===== config.mk =====
export PLATFORM = sky130hd
export DESIGN_NAME = csp_chuff_select
export DESIGN_NICKNAME = d
export VERILOG_FILES = /design/src/inc/csp_pkg.sv /design/src/hw/csp_chuff_select.sv /design/src/hw/csp_key_edge.sv
export SDC_FILE = /design/constraint.sdc
export NUM_CORES = 1
export LEC_CHECK = 0
export ABC_AREA = 1
export ABC_CLOCK_PERIOD_IN_PS = 2800
export BUFFER_PORTS_ARGS = -buffer_cell sky130_fd_sc_hd__buf_2
export CAP_MARGIN = 0
export CORE_ASPECT_RATIO = 1.1
export CORE_MARGIN = 2
export CORE_UTILIZATION = 51
export DETAILED_ROUTE_END_ITERATION = 10
export PLACE_DENSITY = 0.82
export REMOVE_ABC_BUFFERS = 1
export SETUP_SLACK_MARGIN = 0.15
export SKIP_CTS_REPAIR_TIMING = 1
export SKIP_LAST_GASP = 1
export SYNTH_ARGS = -nofsm -noshare
export SYNTH_HDL_FRONTEND = slang
export SYNTH_SLANG_ARGS = --single-unit

===== constraint.sdc =====
create_clock -name mclk_i -period 2.8 [get_ports mclk_i]
set_input_delay 0 -clock mclk_i [delete_from_list [all_inputs] [get_ports mclk_i]]
set_output_delay 0 -clock mclk_i [all_outputs]
set_load 0.1 [all_outputs]

===== src/inc/csp_pkg.sv =====
/*
 * Constants and types for the chuff set selection interpreter.
 * Assumes one 40 MHz clock and decoded operations-mode writes from the packet decoder.
 */
package csp_pkg;
    localparam int ADDR_W = 14;
    localparam int CV_W = 10;
    localparam int NSETS_W = 5;
    localparam logic [CV_W-1:0] SOUND_ADJUST_CV = 10'h12C;
    localparam logic [7:0] ENTRY_VALUE = 8'h64;
    localparam logic [ADDR_W-1:0] BARRED_ADDR = 14'h0003;
    localparam logic [NSETS_W-1:0] SEL_NONE = 5'h00;
    localparam logic [NSETS_W-1:0] SEL_RESET = 5'h01;
    localparam int KEY_PLAY = 0;
    localparam int KEY_PREV = 1;
    localparam int KEY_NEXT = 2;
    localparam int KEY_CLEAR = 3;
    localparam int KEY_STORE = 8;
    localparam int NKEYS = 9;
    localparam int NFUNCS = 29;
    typedef enum logic [1:0] {
        CSP_JINGLE_NONE,
        CSP_JINGLE_ERROR,
        CSP_JINGLE_CONFIRM
    } csp_jingle_t;
endpackage


===== src/hw/csp_chuff_select.sv =====
/*
 * Chuff set selection interpreter: handles the sound adjustment pseudo-write
 * that enters the procedure and the F0..F8 commands inside it.
 * Assumes writes arrive as one-cycle strobes from the packet decoder, that
 * power loss is seen as rstn_i, and that sound playback lives elsewhere.
 */
// Contract
// - Writing 100 to the sound adjustment variable starts the procedure.
// - Only steam sound projects may start chuff selection.
// - Procedures work only when the locomotive address is not 3.
// - The entry write is a trigger and is never stored.
// - While active, F0..F8 are commands and drive no outputs.
// - F0 plays the selected chuff only at standstill.
// - F1/F2 step previous/next; play at standstill, substitute while moving.
// - F3 ends and clears the chuff selection; other sounds stay.
// - F8 ends and makes the chosen set active.
// - Any other programming write or power loss aborts, keeping old set; here a reset loads SEL_RESET instead.
// - Error jingle when stepping hits the end of the list.
// - Error jingle when F0 finds no assigned chuff sample.
// - Error jingle for keys with no meaning, such as F4 or F5.
// - Confirmation jingle after ending with F3 or F8.
// - Speed, direction and manual override keep working; functions wait.
module csp_chuff_select #(
    parameter int NUM_SETS = 5
) (
    // Clock and reset
    input wire logic mclk_i,
    input wire logic rstn_i,
    // Decoded operations- or service-mode programming write
    input wire logic ops_write_i,
    input wire logic service_write_i,
    input wire logic [csp_pkg::CV_W-1:0] write_cv_i,
    input wire logic [7:0] write_value_i,
    input wire logic [csp_pkg::ADDR_W-1:0] loco_addr_i,
    // Project and drive state
    input wire logic project_is_steam_i,
    input wire logic moving_i,
    input wire logic [csp_pkg::NSETS_W-1:0] stored_sets_i,
    // Cab function keys and drive commands
    input wire logic [csp_pkg::NFUNCS-1:0] func_keys_i,
    input wire logic [7:0] speed_cmd_i,
    input wire logic dir_cmd_i,
    input wire logic manual_override_key_i,
    // Drive and function outputs
    output logic [csp_pkg::NFUNCS-1:0] func_out_o,
    output logic [7:0] speed_o,
    output logic dir_o,
    output logic manual_override_o,
    // Sound control
    output logic active_o,
    output logic [csp_pkg::NSETS_W-1:0] active_set_o,
    output logic [csp_pkg::NSETS_W-1:0] trial_set_o,
    output logic play_trial_o,
    output logic [1:0] jingle_o
);
    // The set counter is NSETS_W bits wide and set 0 means cleared.
    if (NUM_SETS < 1 || NUM_SETS > 31) begin : g_bad_sets
        $error("NUM_SETS must be 1 to 31");
    end

    localparam logic [csp_pkg::NSETS_W-1:0] MAX_SET = csp_pkg::NSETS_W'(NUM_SETS);

    logic active_reg;
    logic [csp_pkg::NSETS_W-1:0] active_set_reg;
    logic [csp_pkg::NSETS_W-1:0] trial_reg;
    logic play_reg;
    csp_pkg::csp_jingle_t jingle_reg;
    logic [csp_pkg::NFUNCS-1:0] func_out_reg;
    logic [7:0] speed_reg;
    logic dir_reg;
    logic man_reg;
    logic [csp_pkg::NKEYS-1:0] press;
    logic [csp_pkg::NSETS_W-1:0] nsets;
    logic entry_ok;
    logic abort;
    logic any_press;
    logic at_first;
    logic at_last;
    logic valid_key;

    genvar gk;
    generate
        for (gk = 0; gk < csp_pkg::NKEYS; gk++) begin : g_key
            csp_key_edge u_edge (
                .mclk_i(mclk_i),
                .rstn_i(rstn_i),
                .key_i(func_keys_i[gk]),
                .press_o(press[gk])
            );
        end
    endgenerate

    // The project may hold fewer sets than the decoder can address.
    assign nsets = (stored_sets_i > MAX_SET) ? MAX_SET : stored_sets_i;

    // A barred address or a non-steam project simply ignores the entry write.
    assign entry_ok = ops_write_i && (write_cv_i == csp_pkg::SOUND_ADJUST_CV)
        && (write_value_i == csp_pkg::ENTRY_VALUE)
        && project_is_steam_i
        && (loco_addr_i != csp_pkg::BARRED_ADDR);

    // Service mode writes count as other programming and also abort.
    assign abort = active_reg && ((ops_write_i && !entry_ok) || service_write_i);

    assign any_press = |press;
    assign at_first = (trial_reg <= csp_pkg::SEL_RESET);
    assign at_last = (trial_reg >= nsets);
    assign valid_key = press[csp_pkg::KEY_PLAY] | press[csp_pkg::KEY_PREV]
        | press[csp_pkg::KEY_NEXT] | press[csp_pkg::KEY_CLEAR] | press[csp_pkg::KEY_STORE];

    // Procedure mode. The entry value itself is never written anywhere.
    always_ff @(posedge mclk_i or negedge rstn_i) begin
        if (!rstn_i) begin
            active_reg <= 1'b0;
        end else if (abort) begin
            active_reg <= 1'b0;
        end else if (!active_reg && entry_ok) begin
            active_reg <= 1'b1;
        end else if (active_reg && (press[csp_pkg::KEY_CLEAR] || press[csp_pkg::KEY_STORE])) begin
            active_reg <= 1'b0;
        end
    end

    // Committed chuff set; a reset stands for power loss and restores the default.
    always_ff @(posedge mclk_i or negedge rstn_i) begin
        if (!rstn_i) begin
            active_set_reg <= csp_pkg::SEL_RESET;
        end else if (active_reg && !abort) begin
            if (press[csp_pkg::KEY_CLEAR]) begin
                active_set_reg <= csp_pkg::SEL_NONE;
            end else if (press[csp_pkg::KEY_STORE]) begin
                active_set_reg <= trial_reg;
            end
        end
    end

    // Trial set walked by F1/F2. Lower keys win when several rise together.
    always_ff @(posedge mclk_i or negedge rstn_i) begin
        if (!rstn_i) begin
            trial_reg <= csp_pkg::SEL_RESET;
        end else if (!active_reg && entry_ok) begin
            trial_reg <= active_set_reg;
        end else if (active_reg && !abort) begin
            if (press[csp_pkg::KEY_PREV] && !at_first) begin
                trial_reg <= trial_reg - 5'h01;
            end else if (!press[csp_pkg::KEY_PREV] && press[csp_pkg::KEY_NEXT] && !at_last) begin
                trial_reg <= trial_reg + 5'h01;
            end
        end
    end

    // One-cycle request to audition the trial set while stopped.
    always_ff @(posedge mclk_i or negedge rstn_i) begin
        if (!rstn_i) begin
            play_reg <= 1'b0;
        end else begin
            play_reg <= active_reg && !abort && !moving_i
                && ((press[csp_pkg::KEY_PLAY] && trial_reg != csp_pkg::SEL_NONE)
                || (press[csp_pkg::KEY_PREV] && !at_first)
                || (press[csp_pkg::KEY_NEXT] && !at_last));
        end
    end

    // One-cycle jingle request.
    always_ff @(posedge mclk_i or negedge rstn_i) begin
        if (!rstn_i) begin
            jingle_reg <= csp_pkg::CSP_JINGLE_NONE;
        end else if (!active_reg || abort || !any_press) begin
            jingle_reg <= csp_pkg::CSP_JINGLE_NONE;
        end else if (press[csp_pkg::KEY_CLEAR] || press[csp_pkg::KEY_STORE]) begin
            jingle_reg <= csp_pkg::CSP_JINGLE_CONFIRM;
        end else if (!valid_key) begin
            jingle_reg <= csp_pkg::CSP_JINGLE_ERROR;
        end else if (press[csp_pkg::KEY_PLAY] && trial_reg == csp_pkg::SEL_NONE) begin
            jingle_reg <= csp_pkg::CSP_JINGLE_ERROR;
        end else if ((press[csp_pkg::KEY_PREV] && at_first)
                || (!press[csp_pkg::KEY_PREV] && press[csp_pkg::KEY_NEXT] && at_last)) begin
            jingle_reg <= csp_pkg::CSP_JINGLE_ERROR;
        end else begin
            jingle_reg <= csp_pkg::CSP_JINGLE_NONE;
        end
    end

    // Function outputs freeze during the procedure and follow the keys again
    // from the cycle after it ends.
    always_ff @(posedge mclk_i or negedge rstn_i) begin
        if (!rstn_i) begin
            func_out_reg <= '0;
        end else if (!active_reg) begin
            func_out_reg <= func_keys_i;
        end
    end

    // Drive commands always pass.
    always_ff @(posedge mclk_i or negedge rstn_i) begin
        if (!rstn_i) begin
            speed_reg <= 8'h00;
            dir_reg <= 1'b0;
            man_reg <= 1'b0;
        end else begin
            speed_reg <= speed_cmd_i;
            dir_reg <= dir_cmd_i;
            man_reg <= manual_override_key_i;
        end
    end

    assign active_o = active_reg;
    assign active_set_o = active_set_reg;
    // While moving the trial set replaces the running chuff at once.
    assign trial_set_o = trial_reg;
    assign play_trial_o = play_reg;
    assign jingle_o = jingle_reg;
    assign func_out_o = func_out_reg;
    assign speed_o = speed_reg;
    assign dir_o = dir_reg;
    assign manual_override_o = man_reg;

    entry_steam_a: assert property (@(posedge mclk_i) disable iff (!rstn_i)
        (!active_reg && ops_write_i && !project_is_steam_i) |=> !active_reg)
        else $error("procedure entered for non-steam project");
    entry_addr_a: assert property (@(posedge mclk_i) disable iff (!rstn_i)
        (!active_reg && loco_addr_i == csp_pkg::BARRED_ADDR) |=> !active_reg)
        else $error("procedure entered at barred address");
    entry_ok_a: assert property (@(posedge mclk_i) disable iff (!rstn_i)
        (!active_reg && entry_ok) |=> active_reg && trial_reg == $past(active_set_reg))
        else $error("valid entry write ignored");
    func_hold_a: assert property (@(posedge mclk_i) disable iff (!rstn_i)
        (active_reg && $past(active_reg)) |-> $stable(func_out_o))
        else $error("function outputs moved during procedure");
    play_stop_a: assert property (@(posedge mclk_i) disable iff (!rstn_i)
        (active_reg && moving_i) |=> !play_trial_o)
        else $error("audition while moving");
    clear_end_a: assert property (@(posedge mclk_i) disable iff (!rstn_i)
        (active_reg && !abort && press[csp_pkg::KEY_CLEAR]) |=>
        !active_reg && active_set_reg == csp_pkg::SEL_NONE && jingle_o == 2'h2)
        else $error("clear did not end and empty the selection");
    store_end_a: assert property (@(posedge mclk_i) disable iff (!rstn_i)
        (active_reg && !abort && press[csp_pkg::KEY_STORE] && !press[csp_pkg::KEY_CLEAR])
        |=> !active_reg && active_set_reg == $past(trial_reg))
        else $error("store did not commit trial set");
    abort_keep_a: assert property (@(posedge mclk_i) disable iff (!rstn_i)
        abort |=> !active_reg && $stable(active_set_reg))
        else $error("abort lost old set");
    wrong_key_a: assert property (@(posedge mclk_i) disable iff (!rstn_i)
        (active_reg && !abort && any_press && !valid_key) |=> jingle_o == 2'h1)
        else $error("wrong key gave no error jingle");
    end_list_a: assert property (@(posedge mclk_i) disable iff (!rstn_i)
        (active_reg && !abort && press[csp_pkg::KEY_NEXT] && !press[csp_pkg::KEY_PREV]
        && at_last && !press[csp_pkg::KEY_CLEAR] && !press[csp_pkg::KEY_STORE])
        |=> jingle_o == 2'h1 && $stable(trial_reg))
        else $error("end of list not signalled");
    no_sample_a: assert property (@(posedge mclk_i) disable iff (!rstn_i)
        (active_reg && !abort && valid_key && press[csp_pkg::KEY_PLAY]
        && trial_reg == csp_pkg::SEL_NONE && !press[csp_pkg::KEY_CLEAR]
        && !press[csp_pkg::KEY_STORE]) |=> jingle_o == 2'h1)
        else $error("empty play gave no error jingle");
    drive_pass_a: assert property (@(posedge mclk_i) disable iff (!rstn_i)
        active_reg |=> speed_o == $past(speed_cmd_i) && dir_o == $past(dir_cmd_i))
        else $error("drive command blocked during procedure");
    func_back_a: assert property (@(posedge mclk_i) disable iff (!rstn_i)
        !active_reg |=> func_out_o == $past(func_keys_i))
        else $error("functions not restored");
endmodule // csp_chuff_select


===== src/hw/csp_key_edge.sv =====
/*
 * Rising edge detector for one function key.
 * Assumes the key level is synchronous to mclk_i.
 */
module csp_key_edge (
    // Clock and reset
    input wire logic mclk_i,
    input wire logic rstn_i,
    // Key
    input wire logic key_i,
    output logic press_o
);
    logic key_reg;

    always_ff @(posedge mclk_i or negedge rstn_i) begin
        if (!rstn_i) begin
            key_reg <= 1'b0;
        end else begin
            key_reg <= key_i;
        end
    end

    assign press_o = key_i & ~key_reg;
endmodule // csp_key_edge


* Word level (Yosys, flattened, before mapping)
Cells that the tools add are included.
** Word-level totals
- Bits in registers :: 62
- Input bits :: 82
- Output and inout bits :: 53
- Logic and storage cells :: 106
** Operators by class
- $add $sub $neg :: 2
- $lt $le $gt $ge :: 3
- Equality and inequality tests :: 3
- Multiplexer cells :: 15
- Bitwise gates (word level) :: 22
- Reductions and logical operators :: 43
** Operators with widths (count)
- $mux 5 :: 7
- $logic_and 1x1->1 :: 19
- $ne 14x2->1 const B :: 1
- $eq 10x9->1 const B :: 1
- $and 1x1->1 :: 9
- $not 1->1 :: 9
- $reduce_or 9->1 :: 1
- $eq 8x7->1 const B :: 1
- $logic_not 1->1 :: 8
- $logic_or 1x1->1 :: 7
- $mux 1 :: 6
- $reduce_bool 3->1 :: 2
- $add 5x1->5 const B :: 1
- $ge 5x5->1 :: 1
- $gt 5x3->1 const B :: 1
- $le 5x1->1 const B :: 1
- $logic_not 5->1 :: 1
- $reduce_bool 5->1 :: 1
- $sub 5x1->5 const B :: 1
- $mux 2 :: 2
- $or 1x1->1 :: 4
- $reduce_and 2->1 :: 2
- $reduce_bool 2->1 :: 2

* Logic depth before layout (Yosys ltp)
Gate-level depths: netlist of the first run.
- Depth in word-level cells :: 13
- Gate-level depth with buffers :: 13
- Mapped depth without buffers :: 13

* Hierarchy
From an unflattened synthesis of the first run, not the netlist that was laid out.
** Unflattened totals
- Cell total of the unflattened synthesis :: 399
- Area, all modules :: 3123.0 um^2
** Modules (own cells, without submodules)
- csp_chuff_select :: times used 1, cells each 372, area an instance 2807.7 um^2, sequential area each 1328.8 um^2
- csp_key_edge :: times used 9, cells each 3, area an instance 35.0 um^2, sequential area each 25.0 um^2

* Worst setup path after synthesis of the first run
OpenSTA, ideal clock, no wires.
- Kind :: flip-flop to flip-flop
- Start :: register trial_reg (netlist bit trial_set_o[4])
- End :: register trial_reg (netlist bit trial_set_o[1])
- Library setup time :: 69 ps
- Arrival :: 2092 ps
- Required time :: 2731 ps
- Path slack :: 638 ps
- Cell stages (with the launch flop) :: 11
- Path buffers :: 0
- Clock period less this slack :: 2162 ps
- Path through :: dfrtp_1 ha_1 nand2_1 inv_1 a21oi_1 nand4_1 nand2_2 nand3_4 nand2_2 nand2_1 nand2_1
** Between the ends
- Longest elaborated chain between the ends :: 6
- Elaborated cells on any way between the ends :: 11
- Classes of those cells :: 2 x order compare; 3 x mux; 6 x reduce/logical
** RTL lines
- start, declared :: RTL line csp_chuff_select.sv:65 : logic [csp_pkg::NSETS_W-1:0] trial_reg;
- start signal, assigned :: RTL line csp_chuff_select.sv:140 : trial_reg <= csp_pkg::SEL_RESET;
- start signal, assigned :: RTL line csp_chuff_select.sv:142 : trial_reg <= active_set_reg;
- start signal, assigned :: RTL line csp_chuff_select.sv:145 : trial_reg <= trial_reg - 5'h01;
- $le 5x1->1 :: RTL line csp_chuff_select.sv:106 : assign at_first = (trial_reg <= csp_pkg::SEL_RESET);
- $logic_not 1->1 :: RTL line csp_chuff_select.sv:144 : if (press[csp_pkg::KEY_PREV] && !at_first) begin
- $logic_and 1x1->1 :: RTL line csp_chuff_select.sv:144
- $mux 5 :: RTL line csp_chuff_select.sv:144
- $mux 5 :: RTL line csp_chuff_select.sv:143 : end else if (active_reg && !abort) begin
- $mux 5 :: RTL line csp_chuff_select.sv:141 : end else if (!active_reg && entry_ok) begin
Several ways; a longest one is shown, not always the timed one. The select of a mux whose other input is x is not followed.
A chain may end at the register's enable or synchronous reset.

* Worst setup path in the final report of the first run
- Start :: register trial_reg (netlist bit trial_set_o[2])
- End :: register trial_reg (netlist bit trial_set_o[4])
Same word-level chain as after synthesis.

==> impl_results.md, run 1 <==
- Mean Syn Cell Area: about 8.0 µm²
- Synth Area in XOR/XNOR: ~1.7%
- Seq/Total Area, Yosys: 51.32%
- First-pass DRT Iterations: 5
- Rel. slew slack: about two thirds
- Final hold violation count: 0
- Setup tns final: 0 ns
- N_diodes: 0
- Status: complete, no violations
- Fillers: ~410
- Post-synthesis compound-gate area fraction: between 4 and 5%
- Maximum fanout along the worst path: 10
- Critical Path Start Type: register
- Layout area overhead: 43.22%
- DRC Markers: 0
- Final setup vio count: 0
- Synthesis-stage register bit count: 62
- Antenna violations before repair: 0
- Worst Path Arrival: between 2 and 2.5 ns
- Peak VDD IR: 0.0003958 V
- Fin nets: between 600 and 700
- R2R setup slack: ~0.94 ns
- Power density over the cells: 478.5 nW/µm²
- CTS max path bufs: 2
- Fin cells: 637
- Post-Synth Simple-Gate Area: between 30 and 40%
- Htree depth: 3
- Max cap viols: 0
- Layout cell share with drive strength beyond 1: between 30% and 40%
- Most frequent cells in the layout: nand2_1, buf_2, dfrtp_1
- Placed Instances: 580
- Endpoint, Worst Hold: play_trial_o
- Mapped Cells: about 380
- Critical Path RT: just over 3 ns
- Worst r2r dst: trial_set_o[4]
- Total grt overflow: 0
- Start point of the worst min-delay path: service_write_i
- Largest family of logic cells by synthesized area: simple AND/OR/NAND/NOR gates
- Mux cell area share after synthesis: 0%
- Leakage: 2.391 nW
- CP endpoint kind: register
- Starting Density: between 50% and 60%
- Post-DRT Antenna Nets: 0
- Avg WL per Cell: roughly 13 µm
- DP HPWL: 5546 µm
- Tightest Hold Check Type: primary input to register
- CTS tree: yes
- Sink Count: 62
- CTS buffer count: 9
- Ports: 135
- Core outline area: just under 6000 µm²
- Iteration-0 DRC Markers: about 150
- Commonest non-fill, non-tap cell in the layout: nand2_1
- Worst Reg-to-Reg Cells: 10
- First-pass GRT wire length: roughly 12000 µm
- Vias: 3087
- Vias/cell: 4.846
- Final Cycle Share: about two thirds
- Hold path depth: 4
- Synth Area in Adders: approximately 3.3%
- FP Rows: 29
- Die X: 77.47 µm
- Pins Over Slew Limit: 0
- Root Buffer: clkbuf_8
- Critical path class: register to register
- Gpl congestion: approximately 0.84
- Clock Skew: between 0.008 and 0.009 ns
- Clock slew at reported path FFs: approximately 0.070 ns
- Library cells used by synthesis: 35
- Routed wire length: 8493 µm
- Min Clock Period, post-route: ~1.9 ns
- RSZ-0062 raised after global routing: no
- Fmax: 0.5390 GHz
- Full die area: around 6600 µm²
- PortBufs: 134
- All-layer global routing usage: 23.28%
- Max reg flops: 29
- Power, Total: roughly 2.1 mW
- RR Startpoint: trial_set_o[2]
- Netlist Area Pre-Place: about 3000 µm²
- Clock Latency Late Sink: between 0.3 and 0.4 ns
- Vias in the first global route: roughly 2700
- Slew @ Worst Pin: 0.5202 ns
- Largest net degree at the start of global routing: 42
- Die Y-Extent: ~85 µm
- Syn. warnings: 0
-- area by class of cell --
class,instances,area (µm²),area share (%)
inverter,38,142.6,3.289
tap,77,96.34,2.222
clock inverter,7,51.30,1.183
timing repair buffer,177,1096,25.27
multi-input combinational,267,1272,29.34
clock buffer,9,123.9,2.856
sequential,62,1554,35.83
-- power by group --
group,internal [mW],switching (mW)
logic,0.123,0.324
registers,0.931,0.0182
clock network,0.321,0.358
total,1.38,0.700
-- cell families after synthesis --
group	after synthesis
adders and majority gates	8
xor gates and xnor gates	6
buffers and inverters	49
and+or+nand+nor	229
AOI/OAI and AO/OA	22
DFF	62
other	1
-- per-layer routing --
| layer | wire (µm) | global-route usage, % |
|---|---|---|
| met5 | 0 | 0 |
| met4 | 165 | 7.630 |
| met3 | 510 | 6.596 |
| met2 | 4397 | 39.45 |
| met1 | 3419 | 28.93 |
-- Yosys cell counts (all sizes together) --
library cell / count / area [µm²]
dfstp: 2 / 52.55
nand4: 5 / 31.28
xnor2: 3 / 26.28
clkbuf: 5 / 18.77
o21ai: 17 / 103.8
nand2: 161 / 621.8
a21oi: 2 / 10.01
buf: 6 / 43.79
nor2: 38 / 160.2
conb: 1 / 3.750
dfrtp: 60 / 1501
o221ai: 1 / 8.760
inv: 38 / 142.6
nor3: 1 / 5.000
nor3b: 1 / 12.51
nand3: 17 / 107.6
o22ai: 1 / 6.260
a211oi: 1 / 7.510
ha: 8 / 100.1
or3: 1 / 6.260
or2: 5 / 31.28
xor2: 3 / 26.28
-- metrics by stage --
step	cell area (µm²)	utilization (%)	worst slack (ns)	hold WS (ns)
2_1_floorplan	2969	-	0.1016	-0.2956
3_3_place_gp	3751	65.02	1.056	-0.001435
3_5_place_dp	3751	65.02	0.9550	0.004253
4_1_cts	3926	68.05	0.9385	-0.3557
5_1_grt	4337	75.17	0.8002	0.04246
6_report	4337	75.17	0.9446	0.03778
-- worst max-delay path by stage --
| stage | end | from |
|---|---|---|
| after floorplan | trial_set_o[2] | active_o |
| after global placement | trial_set_o[4] | trial_set_o[2] |
| after detailed placement | trial_set_o[4] | trial_set_o[2] |
| after CTS | trial_set_o[4] | trial_set_o[2] |
| after global routing | trial_set_o[4] | trial_set_o[2] |
| final | trial_set_o[4] | trial_set_o[2] |
-- worst max-delay path, stage by stage (launching register included) --
cell and delay (ns):
dfrtp_1 0.59, ha_1 0.33, nand2_1 0.07, nand2_1 0.05, a21oi_1 0.15, nand4_1 0.12
nand2_2 0.09, nand3_4 0.11, nand2_2 0.12, nand2_1 0.09, nand2_1 0.07
Power figures use the tool's default switching activity.
==> run 2, diff against run 1 <==
--- a/config.mk
+++ b/config.mk
@@ -5,15 +5,15 @@
 export SDC_FILE = /design/constraint.sdc
 export NUM_CORES = 1
 export LEC_CHECK = 0
-export ABC_AREA = 1
-export ABC_CLOCK_PERIOD_IN_PS = 2800
+export ABC_AREA = 0
+export ABC_CLOCK_PERIOD_IN_PS = 1900
 export BUFFER_PORTS_ARGS = -buffer_cell sky130_fd_sc_hd__buf_2
 export CAP_MARGIN = 0
 export CORE_ASPECT_RATIO = 1.1
 export CORE_MARGIN = 2
-export CORE_UTILIZATION = 51
+export CORE_UTILIZATION = 46
 export DETAILED_ROUTE_END_ITERATION = 10
-export PLACE_DENSITY = 0.82
+export PLACE_DENSITY = 0.76
 export REMOVE_ABC_BUFFERS = 1
 export SETUP_SLACK_MARGIN = 0.15
 export SKIP_CTS_REPAIR_TIMING = 1
==> constraint.sdc (replaced) <==
create_clock -name mclk_i -period 1.9 [get_ports mclk_i]
set_input_delay 0 -clock mclk_i [delete_from_list [all_inputs] [get_ports mclk_i]]
set_output_delay 0 -clock mclk_i [all_outputs]
set_load 0.1 [all_outputs]
==> run 2 against run 1 <==
The flow now finishes with violations (negative setup slack). Clock power rose by 47%. Sequential share of layout area up 1.0 points. Flip-flop and latch count did not move. Critical path depth shrank 2. Synthesized area decreased by 9.2%. Sequential power rose by 46%. Largest cell class unchanged.
==> impl_results.md, run 2 <==
- Fin nets: 499 (was 645)
- Rel. slew slack: 64.72% (was 65.32%)
- Layout cell share with drive strength beyond 1: 52.90% (was 31.96%)
- Seq/Total Area, Yosys: 56.53% (was 51.32%)
- Non-Filler Cell Area, Final: 4219 µm² (was 4337 µm²)
- Crit-path cells: inv_2 -> ha_4 -> nand2b_4 -> a2111oi_4 -> o21ai_2 -> a221oi_2 -> xnor2_1 -> o21ai_1 (was ha_1 -> nand2_1 -> nand2_1 -> a21oi_1 -> nand4_1 -> nand2_2 -> nand3_4 -> nand2_2 -> nand2_1 -> nand2_1)
- Post-DRT Antenna Nets: 0 (unchanged)
- Final hold violation count: 0 (unchanged)
- Die X: 77.71 µm (was 77.47 µm)
- CTS buffer count: 9 (unchanged)
- CTS max path bufs: 2 (unchanged)
- Largest net degree at the start of global routing: 36 (was 42)
- Core Util, Final: 73.13% (was 75.17%)
- Peak VDD IR: 0.0006688 V (was 0.0003958 V)
- Final Cycle Share: 106.3% (was 66.26%)
- Avg WL per Cell: 14.94 µm (was 13.33 µm)
- Critical-path top delay cell: dfstp_2 (was dfrtp_1)
- All-layer global routing usage: 19.64% (was 23.28%)
- Vias in the first global route: 2287 (was 2731)
- Layout area overhead: 53.48% (was 43.22%)
- Critical Path Start Type: register (unchanged)
- Tightest Hold Check Type: primary input to register (unchanged)
- Vias/cell: 4.868 (was 4.846)
- Power density over the cells: 718.0 nW/µm² (was 478.5 nW/µm²)
- Final hold slack: 0.06855 ns (was 0.03778 ns)
- Routed wire length: 7337 µm (was 8493 µm)
- Max reg flops: 29 (unchanged)
- Library cells used by synthesis: 50 (was 35)
- CP endpoint kind: register (unchanged)
- Htree depth: 3 (unchanged)
- Antenna violations before repair: 0 (unchanged)
- Vias: 2390 (was 3087)
- Pins Over Slew Limit: 0 (unchanged)
- Clock Skew: 0.006670 ns (was 0.008349 ns)
- Fillers: 396 (was 411)
- CTS tree: yes (unchanged)
- Clock slew at reported path FFs: 0.07 ns (about the same)
- Gpl congestion: 0.7957 (was 0.8429)
- Worst Path Arrival: 2.24 ns (was 2.13 ns)
- First-pass DRT Iterations: 4 (was 5)
- PortBufs: 134 (unchanged)
- Maximum fanout along the worst path: 4 (was 10)
- DP HPWL: 4901 µm (was 5546 µm)
- Post-synth EDFFs: 0 (unchanged)
- Mean Syn Cell Area: 12.97 µm² (was 8.032 µm²)
- Full die area: 6611 µm² (was 6570 µm²)
- Slowest stage delay, CP: 0.54 ns (was 0.59 ns)
- Min Clock Period, post-route: 2.020 ns (was 1.855 ns)
- Core outline area: 5769 µm² (unchanged)
- Final worst slack: -0.1204 ns (was 0.9446 ns)
- Critical Path RT: 2.12 ns (was 3.07 ns)
- Iteration-0 DRC Markers: 76 (was 145)
- Cell taking the most area after synthesis: dfrtp_1 (unchanged)
- Fmax: 0.4950 GHz (was 0.5390 GHz)
- RSZ-0062 raised after global routing: yes (was no)
- Die Y-Extent: 85.08 µm (was 84.82 µm)
- Status: finished, violations left (was complete, no violations)
- Most frequent cells after synthesis: dfrtp_1, mux2_2, nand2_1 (was nand2_1, dfrtp_1, nor2_1)
- Post-Place Cell Area: 3603 µm² (was 3751 µm²)
- Syn. warnings: 0 (unchanged)
- First-pass GRT wire length: 10180 µm (was 12030 µm)
- Total grt overflow: 0 (unchanged)
- Starting Density: 47.65% (was 52.48%)
- Slew @ Worst Pin: 0.5291 ns (was 0.5202 ns)
- Failing checks: negative setup slack
- Top-area cell type share of the netlist area: 54.62% (was 49.59%)
- N_diodes: 0 (unchanged)
- Sink Count: 62 (unchanged)
- Ports: 135 (unchanged)
- Final setup vio count: 6 (was 0)
- Commonest non-fill, non-tap cell in the layout: buf_2 (was nand2_1)
- Area contributors post-synth: dfrtp_1, mux2_2, ha_1, nand2_1, dfstp_2 (was dfrtp_1, nand2_1, nor2_1, inv_1, ha_1)
- Synthesis-stage register bit count: 62 (unchanged)
- Setup tns final: -0.3380 ns (was 0 ns)
- Clock Latency Late Sink: 0.33 ns (about the same)
- Most frequent cells in the layout: buf_2, dfrtp_1, dlygate4sd3_1 (was nand2_1, buf_2, dfrtp_1)
- Leakage: 2.030 nW (was 2.391 nW)
- Max cap viols: 0 (unchanged)
- Netlist Area Pre-Place: 2749 µm² (was 3028 µm²)
- Mapped Cells: 212 (was 377)
- Power, Total: 3.029 mW (was 2.075 mW)
- Root Buffer: clkbuf_8 (unchanged)
- DRC Markers: 0 (unchanged)
- Count leader, synth: dfrtp_1 (was nand2_1)
- Async set-reset flop share out of synthesis: 100.0% (unchanged)
- FP Rows: 29 (unchanged)
- Critical path class: register to register (unchanged)
- Ys flop type: dfrtp_1 (unchanged)
==> run 2: layout make-up <==
type | count | area (µm²) | share of cell area, %
Clock buffer | 12 | 145.1 | 3.440
Clock inverter | 4 | 22.52 | 0.5338
Inverter | 6 | 22.52 | 0.5338
Multi-Input combinational cell | 139 | 1162 | 27.55
Sequential cell | 62 | 1554 | 36.83
Tap cell | 77 | 96.34 | 2.284
Timing Repair Buffer | 191 | 1216 | 28.83
==> run 2: cell families (layout without fill, tap and decap cells) <==
| kind of cell | after synthesis | after routing | share of synthesized area (%) |
|---|---|---|---|
| flops | 62 | 62 | 56.53 |
| simple gates | 62 | 62 | 13.56 |
| compound gates | 34 | 34 | 11.02 |
| buf+inv | 12 | 213 | 2.139 |
| other cells | 1 | 2 | 0.1364 |
| mux | 28 | 28 | 11.38 |
| xor+xnor | 5 | 5 | 1.593 |
| fa+ha+maj | 8 | 8 | 3.641 |
==> run 2: worst paths after layout <==
check	startpoint	endpoint	slack, ns	cells past startpoint
setup reg to reg	trial_set_o[0]	trial_set_o[4]	-0.12	8
max in group asynchronous	rstn_i	active_set_o[0]	0.95	3
hold reg to reg	active_set_o[0]	active_set_o[0]	0.48	2
setup / recovery	trial_set_o[0]	trial_set_o[4]	-0.12	8
min in group asynchronous	rstn_i	func_out_o[23]	0.20	2
hold / removal	write_cv_i[0]	active_o	0.07	4
==> run 2: where the power goes <==
group / total [mW] / leakage, nW / internal, mW / switching (mW)
sequential: 1.39 / 0.748 / 1.37 / 0.0222
combinational: 0.637 / 1.20 / 0.192 / 0.445
clock: 0.998 / 0.0861 / 0.503 / 0.496
==> run 2: metrics by stage <==
step           std cells  setup slack (ns)
6_report             491           -0.1204
4_1_cts              448           -0.2995
3_3_place_gp         432           -0.2488
5_1_grt              491           -0.1759
3_5_place_dp         432           -0.2799
2_1_floorplan        207           -0.8522
==> run 2: metal layers <==
metal | part of all wire [%] | routed length, µm | global-route usage (%)
met5 | 0 | 0 | 0
met3 | 6.2 | 452 | 5.957
met4 | 0.95 | 70 | 7.143
met2 | 54 | 3982 | 34.33
met1 | 39 | 2832 | 22.75
==> run 2: critical path: cells and delay by family (launching register included) <==
kind	cells	cell delay, ns
flops	1	0.54
compound gates	4	0.83
simple gates	1	0.14
xor+xnor	1	0.15
fa+ha+maj	1	0.20
buf+inv	1	0.05
